==> src/design/reset_cause_pkg.sv <==
// Constants, types and carriers for the reset cause and initialization block
package reset_cause_pkg;
  localparam int ADDR_W = 3;
  localparam int DATA_W = 8;
  localparam int PC_W   = 21;
  localparam int SP_W   = 5;

  localparam logic [ADDR_W-1:0] ADDR_CAUSE  = 3'h0;
  localparam logic [ADDR_W-1:0] ADDR_STACK  = 3'h1;
  localparam logic [ADDR_W-1:0] ADDR_TOS_L  = 3'h2;
  localparam logic [ADDR_W-1:0] ADDR_TOS_H  = 3'h3;
  localparam logic [ADDR_W-1:0] ADDR_TOS_U  = 3'h4;
  localparam logic [ADDR_W-1:0] ADDR_PORTA6 = 3'h5;
  localparam logic [ADDR_W-1:0] ADDR_SCRAT  = 3'h6;
  localparam logic [ADDR_W-1:0] ADDR_INIT   = 3'h7;

  localparam int SWBO_BIT   = 6;
  localparam int RSTI_BIT   = 4;
  localparam int TMO_BIT    = 3;
  localparam int PDN_BIT    = 2;
  localparam int POR_BIT    = 1;
  localparam int BOR_BIT    = 0;
  localparam int FULL_BIT   = 7;
  localparam int UNF_BIT    = 6;
  localparam int P6_IN_BIT  = 0;
  localparam int P6_LAT_BIT = 1;
  localparam int P6_DIR_BIT = 2;
  localparam int TOS_H_LSB  = 8;
  localparam int TOS_U_LSB  = 16;

  localparam logic [PC_W-1:0]   PC_RESET = 21'h000000;
  localparam logic [PC_W-1:0]   VEC_HIGH = 21'h000008;
  localparam logic [PC_W-1:0]   VEC_LOW  = 21'h000018;
  localparam logic [PC_W-1:0]   PC_STEP  = 21'h000002;
  localparam logic [SP_W-1:0]   SP_RESET = 5'h00;
  localparam logic [SP_W-1:0]   SP_STEP  = 5'h01;
  localparam logic [1:0]        BOR_MODE_SW    = 2'h1;
  localparam logic [1:0]        BOR_MODE_NOSLP = 2'h2;
  localparam logic [1:0]        BOR_MODE_HW    = 2'h3;
  localparam logic [DATA_W-1:0] INIT_COLD = 8'h00;
  localparam logic [DATA_W-1:0] INIT_WARM = 8'h01;
  localparam logic              LAT6_RST  = 1'b0;
  localparam logic              DIR6_RST  = 1'b1;

  typedef enum logic [1:0] {
    PM_FULL  = 2'b00,
    PM_RUN   = 2'b01,
    PM_IDLE  = 2'b10,
    PM_SLEEP = 2'b11
  } power_mode_t;

  typedef enum logic [1:0] {
    CLS_NONE = 2'b00,
    CLS_COLD = 2'b01,
    CLS_WARM = 2'b10,
    CLS_WAKE = 2'b11
  } init_class_t;

  typedef enum logic [3:0] {
    C_NONE      = 4'b0000,
    C_BOR       = 4'b0001,
    C_RSTI      = 4'b0010,
    C_PIN_RUN   = 4'b0011,
    C_PIN_IDLE  = 4'b0100,
    C_PIN_FULL  = 4'b0101,
    C_WDT_RST   = 4'b0110,
    C_WDT_WAKE  = 4'b0111,
    C_STK_FULL  = 4'b1000,
    C_STK_UNF   = 4'b1001,
    C_STK_ERR   = 4'b1010,
    C_INT_WAKE  = 4'b1011
  } cause_t;

  typedef struct packed {
    logic brownout;
    logic reset_instr;
    logic wdt_timeout;
    logic stack_full;
    logic stack_underflow;
    logic int_wake;
    logic int_high_prio;
  } reset_events_t;

  typedef struct packed {
    logic [1:0] brownout_mode_config;
    logic       stack_error_reset_enable;
    logic       osc_frees_pin;
  } reset_config_t;
endpackage

==> src/design/reset_cause_status_and_init.sv <==
// Reset cause flags, restart address and register initialization by reset class
//
// Overview of operation
// - Plain registers unknown at power-on, kept otherwise
// - Defined registers load value per reset kind
// - Watchdog wake keeps most registers
// - Power-on: PC zero, set instr/timeout/power-down flags
// - Reset instruction: PC zero, clear instruction flag
// - Brown-out: PC zero, set instr/timeout/power-down flags
// - Master clear in run: set timeout
// - Master clear idle/sleep: set timeout, clear power-down
// - Watchdog in full/run: PC zero, clear TO
// - Master clear full power: flags unchanged
// - Stack full with enable: reset, flag
// - Stack underflow with enable: reset, flag
// - Underflow without enable: flag only, PC zero
// - Watchdog idle/sleep: wake, PC+2, clear timeout/power-down
// - Interrupt wake: clear PD; PC+2 when its priority is not enabled
// - Enabled interrupt wake loads vector address
// - Enabled interrupt wake pushes PC
// - Software brown-out enable reset behaviour
// - Three initialization classes distinguished
// - Wake-up signals interrupt flag update
// - Port bit 6 only when oscillator frees it
// - Unimplemented bits read zero
`timescale 1ns/1ps
module reset_cause_status_and_init
  import reset_cause_pkg::*;
(
  input  wire logic                ref_clk_i,
  input  wire logic                srst_i,
  input  wire logic                ce_i,
  input  wire logic [ADDR_W-1:0]   addr_i,
  input  wire logic [DATA_W-1:0]   wdata_i,
  input  wire logic                wr_i,
  input  wire logic                rd_i,
  output logic      [DATA_W-1:0]   rdata_o,
  input  wire logic                master_clear_pin_n_i,
  input  wire logic                port_a_bit6_input_i,
  input  wire reset_events_t       events_i,
  input  wire reset_config_t       config_i,
  input  wire power_mode_t         power_mode_i,
  input  wire logic                high_priority_global_int_enable_i,
  input  wire logic                low_priority_global_int_enable_i,
  input  wire logic [PC_W-1:0]     pc_i,
  output logic                     core_restart_o,
  output logic                     pc_load_o,
  output logic      [PC_W-1:0]     pc_value_o,
  output init_class_t              init_class_o,
  output logic      [1:0]          wake_int_flag_o,
  output logic                     brownout_enable_o,
  output logic      [PC_W-1:0]     top_of_stack_o,
  output logic      [SP_W-1:0]     stack_pointer_o,
  output logic                     port_a_bit6_latch_o,
  output logic                     port_a_bit6_oe_o
);

  function automatic logic low_power(input power_mode_t m);
    low_power = (m == PM_IDLE) || (m == PM_SLEEP);
  endfunction

  function automatic cause_t decode(
    input reset_events_t e,
    input logic          pin_clr,
    input power_mode_t   m,
    input logic          stv
  );
    decode = C_NONE;
    if (e.brownout) begin
      decode = C_BOR;
    end else if (pin_clr) begin
      if (low_power(m)) begin
        decode = C_PIN_IDLE;
      end else if (m == PM_RUN) begin
        decode = C_PIN_RUN;
      end else begin
        decode = C_PIN_FULL;
      end
    end else if (e.wdt_timeout) begin
      decode = low_power(m) ? C_WDT_WAKE : C_WDT_RST;
    end else if (e.reset_instr) begin
      decode = C_RSTI;
    end else if (e.stack_full && stv) begin
      decode = C_STK_FULL;
    end else if (e.stack_underflow) begin
      decode = stv ? C_STK_UNF : C_STK_ERR;
    end else if (e.int_wake && (m != PM_FULL)) begin
      decode = C_INT_WAKE;
    end
  endfunction

  logic              pin_clr_s1;
  logic              pin_clr_s2;
  logic              pin_clr_s3;
  logic              p6_s1;
  logic              p6_s2;
  logic              pin_clr_fall;
  cause_t            cause;
  init_class_t       cls;
  logic              vec_en;
  logic [PC_W-1:0]   vec_addr;
  logic              sw_bor_mode;
  logic              wr_cause;
  logic              wr_stack;

  logic              sw_brownout_enable;
  logic              reset_instruction_flag;
  logic              timeout_flag;
  logic              power_down_flag;
  logic              power_on_flag;
  logic              brownout_flag;
  logic              stack_full_flag;
  logic              stack_underflow_flag;
  logic [SP_W-1:0]   stack_ptr;
  logic [PC_W-1:0]   tos;
  logic              p6_latch;
  logic              p6_dir;
  logic [DATA_W-1:0] scratch;
  logic [DATA_W-1:0] init_reg;
  logic [DATA_W-1:0] next_rdata;

  // Pin synchronisers
  always_ff @(posedge ref_clk_i) begin
    if (srst_i) begin
      pin_clr_s1 <= 1'b1;
      pin_clr_s2 <= 1'b1;
      pin_clr_s3 <= 1'b1;
      p6_s1   <= 1'b0;
      p6_s2   <= 1'b0;
    end else if (ce_i) begin
      pin_clr_s1 <= master_clear_pin_n_i;
      pin_clr_s2 <= pin_clr_s1;
      pin_clr_s3 <= pin_clr_s2;
      p6_s1   <= port_a_bit6_input_i;
      p6_s2   <= p6_s1;
    end
  end

  assign pin_clr_fall = pin_clr_s3 && !pin_clr_s2;
  assign sw_bor_mode = (config_i.brownout_mode_config == BOR_MODE_SW);
  assign wr_cause    = wr_i && (addr_i == ADDR_CAUSE);
  assign wr_stack    = wr_i && (addr_i == ADDR_STACK);

  always_comb begin
    cause = decode(events_i, pin_clr_fall, power_mode_i,
                   config_i.stack_error_reset_enable);
  end

  // Class of initialization for each cause
  always_comb begin
    unique case (cause)
      C_NONE:      cls = CLS_NONE;
      C_BOR:       cls = CLS_COLD;
      C_STK_ERR:   cls = CLS_NONE;
      C_WDT_WAKE,
      C_INT_WAKE:  cls = CLS_WAKE;
      C_RSTI,
      C_PIN_RUN,
      C_PIN_IDLE,
      C_PIN_FULL,
      C_WDT_RST,
      C_STK_FULL,
      C_STK_UNF:   cls = CLS_WARM;
      default:     cls = CLS_NONE;
    endcase
  end

  // Vector selection for an enabled interrupt wake
  always_comb begin
    vec_en   = 1'b0;
    vec_addr = PC_RESET;
    if (events_i.int_high_prio && high_priority_global_int_enable_i) begin
      vec_en   = 1'b1;
      vec_addr = VEC_HIGH;
    end else if (!events_i.int_high_prio && low_priority_global_int_enable_i) begin
      vec_en   = 1'b1;
      vec_addr = VEC_LOW;
    end
  end

  // Reset status flags
  always_ff @(posedge ref_clk_i) begin
    if (srst_i) begin
      reset_instruction_flag <= 1'b1;
      timeout_flag           <= 1'b1;
      power_down_flag        <= 1'b1;
      power_on_flag          <= 1'b0;
      brownout_flag          <= 1'b0;
    end else if (ce_i) begin
      if (wr_cause) begin
        reset_instruction_flag <= wdata_i[RSTI_BIT];
        power_on_flag          <= wdata_i[POR_BIT];
        brownout_flag          <= wdata_i[BOR_BIT];
      end
      unique case (cause)
        C_RSTI: begin
          reset_instruction_flag <= 1'b0;
        end
        C_BOR: begin
          reset_instruction_flag <= 1'b1;
          timeout_flag           <= 1'b1;
          power_down_flag        <= 1'b1;
          brownout_flag          <= 1'b0;
        end
        C_PIN_RUN: begin
          timeout_flag <= 1'b1;
        end
        C_PIN_IDLE: begin
          timeout_flag    <= 1'b1;
          power_down_flag <= 1'b0;
        end
        C_WDT_RST: begin
          timeout_flag <= 1'b0;
        end
        C_WDT_WAKE: begin
          timeout_flag    <= 1'b0;
          power_down_flag <= 1'b0;
        end
        C_INT_WAKE: begin
          power_down_flag <= 1'b0;
        end
        C_NONE, C_PIN_FULL, C_STK_FULL, C_STK_UNF, C_STK_ERR: begin
        end
        default: begin
        end
      endcase
    end
  end

  // Software brown-out enable
  always_ff @(posedge ref_clk_i) begin
    if (srst_i) begin
      sw_brownout_enable <= 1'b1;
    end else if (ce_i) begin
      if (cls == CLS_COLD || cls == CLS_WARM) begin
        sw_brownout_enable <= sw_brownout_enable && sw_bor_mode;
      end else if (wr_cause) begin
        sw_brownout_enable <= wdata_i[SWBO_BIT];
      end
    end
  end

  // Stack flags, pointer and top of stack
  always_ff @(posedge ref_clk_i) begin
    if (srst_i) begin
      stack_full_flag      <= 1'b0;
      stack_underflow_flag <= 1'b0;
      stack_ptr            <= SP_RESET;
      tos                  <= PC_RESET;
    end else if (ce_i) begin
      if (wr_stack) begin
        stack_full_flag      <= wdata_i[FULL_BIT];
        stack_underflow_flag <= wdata_i[UNF_BIT];
        stack_ptr            <= wdata_i[SP_W-1:0];
      end
      if (cause == C_STK_FULL) begin
        stack_full_flag <= 1'b1;
      end
      if (cause == C_STK_UNF || cause == C_STK_ERR) begin
        stack_underflow_flag <= 1'b1;
      end
      if (cls == CLS_COLD || cls == CLS_WARM) begin
        stack_ptr <= SP_RESET;
        tos       <= PC_RESET;
      end else if (cause == C_INT_WAKE && vec_en) begin
        tos       <= pc_i;
        stack_ptr <= SP_W'(stack_ptr + SP_STEP);
      end
    end
  end

  // Register with a defined value per reset kind
  always_ff @(posedge ref_clk_i) begin
    if (srst_i) begin
      init_reg <= INIT_COLD;
    end else if (ce_i) begin
      if (cls == CLS_COLD) begin
        init_reg <= INIT_COLD;
      end else if (cls == CLS_WARM) begin
        init_reg <= INIT_WARM;
      end else if (wr_i && addr_i == ADDR_INIT) begin
        init_reg <= wdata_i;
      end
    end
  end

  // Plain register with no defined reset value
  always_ff @(posedge ref_clk_i) begin
    if (ce_i && wr_i && addr_i == ADDR_SCRAT) begin
      scratch <= wdata_i;
    end
  end

  // Port bit 6 latch and direction
  always_ff @(posedge ref_clk_i) begin
    if (srst_i) begin
      p6_latch <= LAT6_RST;
      p6_dir   <= DIR6_RST;
    end else if (ce_i) begin
      if (cls == CLS_COLD || cls == CLS_WARM) begin
        p6_latch <= LAT6_RST;
        p6_dir   <= DIR6_RST;
      end else if (wr_i && addr_i == ADDR_PORTA6 && config_i.osc_frees_pin) begin
        p6_latch <= wdata_i[P6_LAT_BIT];
        p6_dir   <= wdata_i[P6_DIR_BIT];
      end
    end
  end

  // Restart and program counter control
  always_ff @(posedge ref_clk_i) begin
    if (srst_i) begin
      core_restart_o  <= 1'b1;
      pc_load_o       <= 1'b1;
      pc_value_o      <= PC_RESET;
      init_class_o    <= CLS_COLD;
      wake_int_flag_o <= 2'h0;
    end else if (ce_i) begin
      core_restart_o  <= (cls == CLS_COLD) || (cls == CLS_WARM);
      pc_load_o       <= (cause != C_NONE);
      init_class_o    <= cls;
      wake_int_flag_o <= {cause == C_WDT_WAKE, cause == C_INT_WAKE};
      if (cause == C_WDT_WAKE) begin
        pc_value_o <= PC_W'(pc_i + PC_STEP);
      end else if (cause == C_INT_WAKE) begin
        pc_value_o <= vec_en ? vec_addr : PC_W'(pc_i + PC_STEP);
      end else if (cause != C_NONE) begin
        pc_value_o <= PC_RESET;
      end
    end
  end

  // Outputs that mirror state
  always_ff @(posedge ref_clk_i) begin
    if (srst_i) begin
      brownout_enable_o   <= 1'b0;
      top_of_stack_o      <= PC_RESET;
      stack_pointer_o     <= SP_RESET;
      port_a_bit6_latch_o <= 1'b0;
      port_a_bit6_oe_o    <= 1'b0;
    end else if (ce_i) begin
      brownout_enable_o <= (config_i.brownout_mode_config == BOR_MODE_HW) ||
                           (config_i.brownout_mode_config == BOR_MODE_NOSLP &&
                            power_mode_i != PM_SLEEP) ||
                           (sw_bor_mode && sw_brownout_enable);
      top_of_stack_o      <= tos;
      stack_pointer_o     <= stack_ptr;
      port_a_bit6_latch_o <= p6_latch && config_i.osc_frees_pin;
      port_a_bit6_oe_o    <= !p6_dir && config_i.osc_frees_pin;
    end
  end

  // Read multiplexer
  always_comb begin
    next_rdata = '0;
    if (rd_i) begin
      unique case (addr_i)
        ADDR_CAUSE: begin
          next_rdata[SWBO_BIT]   = sw_brownout_enable && sw_bor_mode;
          next_rdata[RSTI_BIT]   = reset_instruction_flag;
          next_rdata[TMO_BIT]    = timeout_flag;
          next_rdata[PDN_BIT]    = power_down_flag;
          next_rdata[POR_BIT]    = power_on_flag;
          next_rdata[BOR_BIT]    = brownout_flag;
        end
        ADDR_STACK: begin
          next_rdata[FULL_BIT]   = stack_full_flag;
          next_rdata[UNF_BIT]    = stack_underflow_flag;
          next_rdata[SP_W-1:0]   = stack_ptr;
        end
        ADDR_TOS_L:  next_rdata = tos[DATA_W-1:0];
        ADDR_TOS_H:  next_rdata = tos[TOS_H_LSB +: DATA_W];
        ADDR_TOS_U:  next_rdata[PC_W-TOS_U_LSB-1:0] = tos[PC_W-1:TOS_U_LSB];
        ADDR_PORTA6: begin
          if (config_i.osc_frees_pin) begin
            next_rdata[P6_IN_BIT]  = p6_s2;
            next_rdata[P6_LAT_BIT] = p6_latch;
            next_rdata[P6_DIR_BIT] = p6_dir;
          end
        end
        ADDR_SCRAT:  next_rdata = scratch;
        ADDR_INIT:   next_rdata = init_reg;
      endcase
    end
  end

  always_ff @(posedge ref_clk_i) begin
    if (srst_i) begin
      rdata_o <= '0;
    end else if (ce_i) begin
      rdata_o <= next_rdata;
    end
  end

endmodule // reset_cause_status_and_init

==> config.mk <==
export PLATFORM = sky130hd
export DESIGN_NAME = reset_cause_status_and_init
export DESIGN_NICKNAME = d
export VERILOG_FILES = /design/src/design/reset_cause_pkg.sv /design/src/design/reset_cause_status_and_init.sv
export SDC_FILE = /design/constraint.sdc
export NUM_CORES = 1
export LEC_CHECK = 0
export ABC_AREA = 1
export BUFFER_PORTS_ARGS = -buffer_cell sky130_fd_sc_hd__buf_4
export CORE_MARGIN = 3
export CORE_UTILIZATION = 40
export DETAILED_ROUTE_END_ITERATION = 8
export MAX_ROUTING_LAYER = met4
export SLEW_MARGIN = 10
export SYNTH_ARGS = -nofsm -noshare
export SYNTH_HDL_FRONTEND = slang
export SYNTH_SLANG_ARGS = --single-unit
export TNS_END_PERCENT = 30
==> constraint.sdc <==
create_clock -name ref_clk_i -period 5.3 [get_ports ref_clk_i]
set_input_delay 0.53 -clock ref_clk_i [delete_from_list [all_inputs] [get_ports ref_clk_i]]
set_output_delay 0.53 -clock ref_clk_i [all_outputs]
set_load 0.02 [all_outputs]
# [Word-level counts from Yosys, hierarchy flattened]
# Memories as Yosys holds them, arrays and structs flattened.
# Index checks and enable logic that the tools add are counted.
[totals] register_bits=121 mem_bits_ro=32 in_bits=54 output_inout_bits=64 word_cells=165 mem_count=1
[classes] add_sub_neg=2 n_eq_ne=26 mux=50 n_reduce_logical=56
[memory_table] memory="(name not given)" words=16 word_bits=2 read_ports=1 rd_clocked_by_memory_dff=0 wr=0 line="reset_cause_status_and_init.sv:151" text="unique case (cause)"
[op_table] op="21-bit two-way mux" n=6
[op_table] op="8-bit two-way mux" n=4
[op_table] op="4-bit two-way mux" n=7
[op_table] op="2-bit AND reduction" n=13
[op_table] op="5-bit two-way mux" n=5
[op_table] op="3-bit one-hot mux with 8 select lines" n=1
[op_table] op="21-bit by 2-bit adder with 21-bit output (second input constant)" n=1
[op_table] op="2-bit nonzero test" n=9
[op_table] op="1-bit logical AND" n=17
[op_table] op="4-bit equality test (second input constant)" n=4
[op_table] op="1-bit two-way mux" n=16
[op_table] op="2-bit one-hot mux with 7 select lines" n=1
[op_table] op="3-bit equality test (second input constant)" n=4
[op_table] op="4-bit by 3-bit equality test with 1-bit output (second input constant)" n=3
[op_table] op="3-bit nonzero test" n=4
[op_table] op="2-bit equality test (second input constant)" n=5
[op_table] op="3-bit two-way mux" n=3
[op_table] op="4-bit by 2-bit equality test with 1-bit output (second input constant)" n=2
[op_table] op="2-bit by 1-bit equality test with 1-bit output (second input constant)" n=3
[op_table] op="3-bit by 2-bit equality test with 1-bit output (second input constant)" n=2
[op_table] op="1-bit one-hot mux with 2 select lines" n=3
[op_table] op="1-bit one-hot mux with 6 select lines" n=1
[op_table] op="3-bit OR reduction" n=2
[op_table] op="5-bit by 1-bit adder with 5-bit output (second input constant)" n=1
[op_table] op="other kinds (11)" n=17

# [Depth between registers and ports, before layout]
# An unclocked memory read counts as a cell.
[depth] word_depth=14 mapped_depth=19 depth_no_buf=19

# [Least setup slack after synthesis]
# OpenSTA, ideal clock, no wires.
[synth_timing] path_type="in2reg" from="input port events_i[5] (netlist bit)" to="register init_reg[7]" setup_ps=134 arrival_ps=2494 t_required_ps=5166 slack_ps=2672 path_stages=17 path_buffers=0 cell_sequence="nor2_1 -> nand2_2 -> inv_2 -> nand2_4 -> nor2_8 -> inv_1 -> nand2_2 -> inv_1 -> o22ai_1 -> inv_1 -> ha_1 -> nor2_2 -> inv_2 -> o21ai_2 -> inv_2 -> a21oi_1 -> a211oi_1"
[synth_between] elab_chain_len=8 elab_cells_between_ends=11 classes_between="eq/ne: 2; mux: 6; reduce/logical: 2; memory: 1"
[synth_rtl] element="start: declaration" line="reset_cause_status_and_init.sv:40" text="input wire reset_events_t events_i,"
[synth_rtl] element="4-bit two-way mux *" line="reset_cause_status_and_init.sv:81" text="end else if (e.reset_instr) begin"
[synth_rtl] element="4-bit two-way mux *" line="reset_cause_status_and_init.sv:79" text="end else if (e.wdt_timeout) begin"
[synth_rtl] element="4-bit two-way mux *" line="reset_cause_status_and_init.sv:71" text="end else if (pin_clr) begin"
[synth_rtl] element="4-bit two-way mux *" line="reset_cause_status_and_init.sv:69" text="if (e.brownout) begin"
[synth_rtl] element="memory 16 x 2 bit *"
[synth_rtl] element="named net cls[1]" line="reset_cause_status_and_init.sv:99" text="init_class_t cls;"
[synth_rtl] element="2-bit by 1-bit equality test with 1-bit output or 2-bit equality test (tied branches)" line="reset_cause_status_and_init.sv:277, reset_cause_status_and_init.sv:279"
[synth_rtl] element="3-bit nonzero test (no source line) or 8-bit two-way mux (tied branches)"
[synth_rtl] element="2-bit AND reduction (no source line) or 8-bit two-way mux (tied branches)"
[synth_rtl] element="end signal: assignment" line="reset_cause_status_and_init.sv:282" text="init_reg <= wdata_i;"
[synth_rtl] element="end: declaration" line="reset_cause_status_and_init.sv:119" text="logic [DATA_W-1:0] init_reg;"
# The timed path passes the listed nets; every way through them passes the cells marked *.
# A chain may end at the register's enable or synchronous reset.

# [Worst setup path after layout]
[layout_timing] from="register pin_clr_s2" to="register tos[12]"
[layout_between] elab_chain_len=9 elab_cells_between_ends=13 classes_between="eq/ne: 3; mux: 3; reduce/logical: 6; memory: 1"
[layout_rtl] element="start: declaration" line="reset_cause_status_and_init.sv:93" text="logic pin_clr_s2;"
[layout_rtl] element="start signal: assignment" line="reset_cause_status_and_init.sv:132" text="pin_clr_s2 <= pin_clr_s1;"
[layout_rtl] element="1-bit zero test *" line="reset_cause_status_and_init.sv:139" text="assign pin_clr_fall = pin_clr_s3 && !pin_clr_s2;"
[layout_rtl] element="1-bit logical AND *" line="reset_cause_status_and_init.sv:139"
[layout_rtl] element="4-bit two-way mux *" line="reset_cause_status_and_init.sv:71"
[layout_rtl] element="4-bit two-way mux *" line="reset_cause_status_and_init.sv:69"
[layout_rtl] element="memory 16 x 2 bit *"
[layout_rtl] element="named net cls[1]" line="reset_cause_status_and_init.sv:99"
[layout_rtl] element="2-bit by 1-bit equality test with 1-bit output or 2-bit equality test (tied branches)" line="reset_cause_status_and_init.sv:262" text="if (cls == CLS_COLD || cls == CLS_WARM) begin"
[layout_rtl] element="1-bit logical OR *" line="reset_cause_status_and_init.sv:262"
[layout_rtl] element="2-bit nonzero test (no source line)"
[layout_rtl] element="2-bit AND reduction (no source line)"
[layout_rtl] element="end signal: assignment" line="reset_cause_status_and_init.sv:266" text="tos <= pc_i;"
[layout_rtl] element="end: declaration" line="reset_cause_status_and_init.sv:115" text="logic [PC_W-1:0] tos;"
# Marked as above.

==> run summary <==
estimated wirelength of the detail-placed design: 12.80 mm
total via count after detailed routing: 5,609
largest stage delay on the critical path: 0.63 ns
biggest regs: pc_value_o (21), top_of_stack_o (21), tos (21)
transition at the pin with the smallest max-transition slack: 0.7406 ns
total nets after synthesis: 830
sum of routed wire length over all layers: 17.34 mm
GR Overflow Total: 0
number of synthesis warnings: 0
storage element area: 2502 µm²
time the final worst path needs with I/O delays and setup: 3.198 ns
dominant cell type by area after synthesis: sky130_fd_sc_hd__dfxtp_1
pin count of the biggest net entering global routing: 71
antenna diode instance count: 0
fillcell total: 1,380
Data required, critical path: 5.64 ns
cell at the root of the clock tree: sky130_fd_sc_hd__clkbuf_16
buffers added on ports: 117
class of the most critical hold timing path: input pin to register
cell types occupying the most area after synthesis: sky130_fd_sc_hd__dfxtp_1, sky130_fd_sc_hd__nand2_1, sky130_fd_sc_hd__nand3_1
Post-CTS Setup Repair Bufs: 0
non-filler cells in the finished layout: 1,065
routability congestion estimate from global placement: 0.9448
Synth Instances: 772
count of pins over their slew limit: 0
Inst Count DP: 1,035
Worst Setup Start Kind: register
average routed wire per standard cell: 16.28 µm
core region area: 13,930 µm²
CTS Hold Bufs: 0
critical setup path kind: register to register
largest voltage drop on the vdd net: 0.2323 mV
Post-Place Worst Slack: 1.766 ns
CTS HTree Levels: 4
mean instance size in the synthesized netlist: 7.436 µm²
layout overhead on the synthesized area: 26.16%
Iteration-0 DRC Markers: 424
Post-synth EDFFs: 8
Worst Setup Slack, final: 2.102 ns
Critical Path, Cell by Cell: inv_2 > nand2_2 > nand2_2 > inv_2 > nand2_4 > nor2_8 > inv_1 > nand2_2 > inv_1 > o22ai_1 > inv_1 > ha_1 > buf_4 > nor2_2 > nor2_2 > nand2_1 > a21oi_1
setup repair after global routing missed its margin: false
number of buffers added by the clock tree synthesis step: 17
Final Total Pwr: 0.002411 W
post-route clock skew: 0.004870 ns
die area: 15,820 µm²
Rel. slew slack: 0.5044
kind of end point of the critical path: register
number of different library cells in the post-synthesis netlist: 46
starting density of the core: 0.4120
combined buffer and inverter count along the critical path: 6
cell family contributing the most delay on the critical path: simple AND/OR/NAND/NOR gates
wire length of the first global-routing pass: 27.92 mm
most common library cell in the layout ignoring fill and taps: sky130_fd_sc_hd__nand2_1
Site Rows: 43
count of nets after finishing: 932
Clk Latency, worst-skew pair: 0.41 ns
power density over the cells: 332.9 nW/µm²
share of the clock period used by the worst path after layout: 0.6034
clock tree from TritonCTS: done
LEAKAGE: 3.234 nW
leading cell types in the layout, fill and taps excluded: sky130_fd_sc_hd__nand2_1, sky130_fd_sc_hd__buf_4, sky130_fd_sc_hd__dfxtp_1
CP Max Fanout: 31
height of the chip: 125.8 µm
initial antenna violation count: 0
cell type of the slowest stage on the worst timing path: sky130_fd_sc_hd__nor2_2
top achievable clock speed: 312.7 MHz
final total negative setup slack: 0 ns
PostCTS Resize Cnt: 0
top-level port count: 118
top-area cell type share of the netlist area: 0.3941
number of global-route vias before repair: 5,416
post-route antenna net violation count: 0
detail-routed via count per cell: 5.267
# DRC: 0
top_reg_cell synth: sky130_fd_sc_hd__dfxtp_1
First-pass DRT Iterations: 6
outcome: complete, no violations
final hold vios: 0
Arr. time, crit path: 3.53 ns
sequential fraction of the synthesis area: 0.4359
area of the mapped netlist: 5741 µm²
ratio of cells with drive above 1 in the final layout: 0.2136
Maximum Capacitance Violations: 0
Async S/R FF share, synth: 0
Multi-input gate area: 2770 µm²
chip width: 125.8 µm
clock edge transition at the registers on the reported setup and hold paths: 0.05 ns
total track usage: 0.2266
Max clock buf depth: 2
FF+latch count, synth: 121
sink count of the clock tree: 121
count of final setup violators: 0
==> cell families after synthesis <==
family | after synthesis | share of synthesized area
AOI/OAI and AO/OA | 170 | 0.1689
xor gates and xnor gates | 17 | 0.02594
adders and majority gates | 4 | 0.008719
buffers and inverters | 115 | 0.08152
DFF | 121 | 0.4359
muxes | 1 | 0.001744
and+or+nand+nor | 344 | 0.2772
==> synth_stat cells, types with 4 or more instances <==
library cell,count
sky130_fd_sc_hd__nand2_1,134
sky130_fd_sc_hd__xor2_1,12
sky130_fd_sc_hd__dfxtp_1,113
sky130_fd_sc_hd__xnor2_1,5
sky130_fd_sc_hd__o22ai_1,4
sky130_fd_sc_hd__nand4_1,12
sky130_fd_sc_hd__o21ai_2,12
sky130_fd_sc_hd__clkbuf_1,25
sky130_fd_sc_hd__nor2_2,4
sky130_fd_sc_hd__nor2_1,79
sky130_fd_sc_hd__nand2_2,7
sky130_fd_sc_hd__nor3_1,7
sky130_fd_sc_hd__inv_2,7
sky130_fd_sc_hd__ha_1,4
sky130_fd_sc_hd__inv_1,71
sky130_fd_sc_hd__a22oi_1,9
sky130_fd_sc_hd__a21oi_1,68
sky130_fd_sc_hd__edfxtp_1,8
sky130_fd_sc_hd__o21ai_0,61
sky130_fd_sc_hd__nand3_1,88
==> worst register-to-register path, stage by stage, from the launching register on <==
cell                      delay [ns]
sky130_fd_sc_hd__dfxtp_1        0.35
sky130_fd_sc_hd__inv_2          0.05
sky130_fd_sc_hd__nand2_2        0.06
sky130_fd_sc_hd__nand2_2        0.06
sky130_fd_sc_hd__inv_2          0.09
sky130_fd_sc_hd__nand2_4        0.08
sky130_fd_sc_hd__nor2_8         0.15
sky130_fd_sc_hd__inv_1          0.09
sky130_fd_sc_hd__nand2_2        0.13
sky130_fd_sc_hd__inv_1          0.09
sky130_fd_sc_hd__o22ai_1        0.24
sky130_fd_sc_hd__inv_1          0.08
sky130_fd_sc_hd__ha_1           0.27
sky130_fd_sc_hd__buf_4          0.30
sky130_fd_sc_hd__nor2_2         0.14
sky130_fd_sc_hd__nor2_2         0.63
sky130_fd_sc_hd__nand2_1        0.14
sky130_fd_sc_hd__a21oi_1        0.18
==> cell type report <==
type / count / area share
Multi-Input combinational cell: 536 / 0.3825
Tap cell: 180 / 0.03110
Sequential cell: 121 / 0.3455
Inverter: 79 / 0.04129
Clock buffer: 28 / 0.07135
Clock inverter: 2 / 0.004838
Timing Repair Buffer: 119 / 0.1234
==> worst paths after layout <==
kind / start / endpoint / slack, ns / cells after the start
min: wdata_i[5] / scratch[5] / 0.31 / 1
max: pin_clr_s2 / tos[12] / 2.10 / 17
min reg2reg: init_reg[7] / init_reg[7] / 0.46 / 2
max reg2reg: pin_clr_s2 / tos[12] / 2.10 / 17
==> metrics by stage <==
step	hold WS, ns	area (µm²)	utilization
after floorplan	0.4285	5741	-
after global placement	0.4411	6690	0.4801
after detailed placement	0.4500	6690	0.4801
after CTS	0.2987	7242	0.5197
after global routing	0.2975	7242	0.5197
final	0.3087	7242	0.5197
==> routing by layer <==
metal / vias to the layer above / wire length [µm] / global-route usage
met3: 19 / 1055 / 0.05471
met5: - / 0 / -
met2: 201 / 7862 / 0.3461
met4: 0 / 246 / 0.06057
li1: 2777 / - / -
met1: 2612 / 8175 / 0.3030
==> power by group <==
group | leakage, nW | switching, W | internal, W | total, W
Combinational | 1.97 | 0.000223 | 0.000117 | 0.000340
Sequential | 0.995 | 0.0000258 | 0.000961 | 0.000987
Clock | 0.271 | 0.000382 | 0.000701 | 0.00108
(Power assumes the default switching activity.)
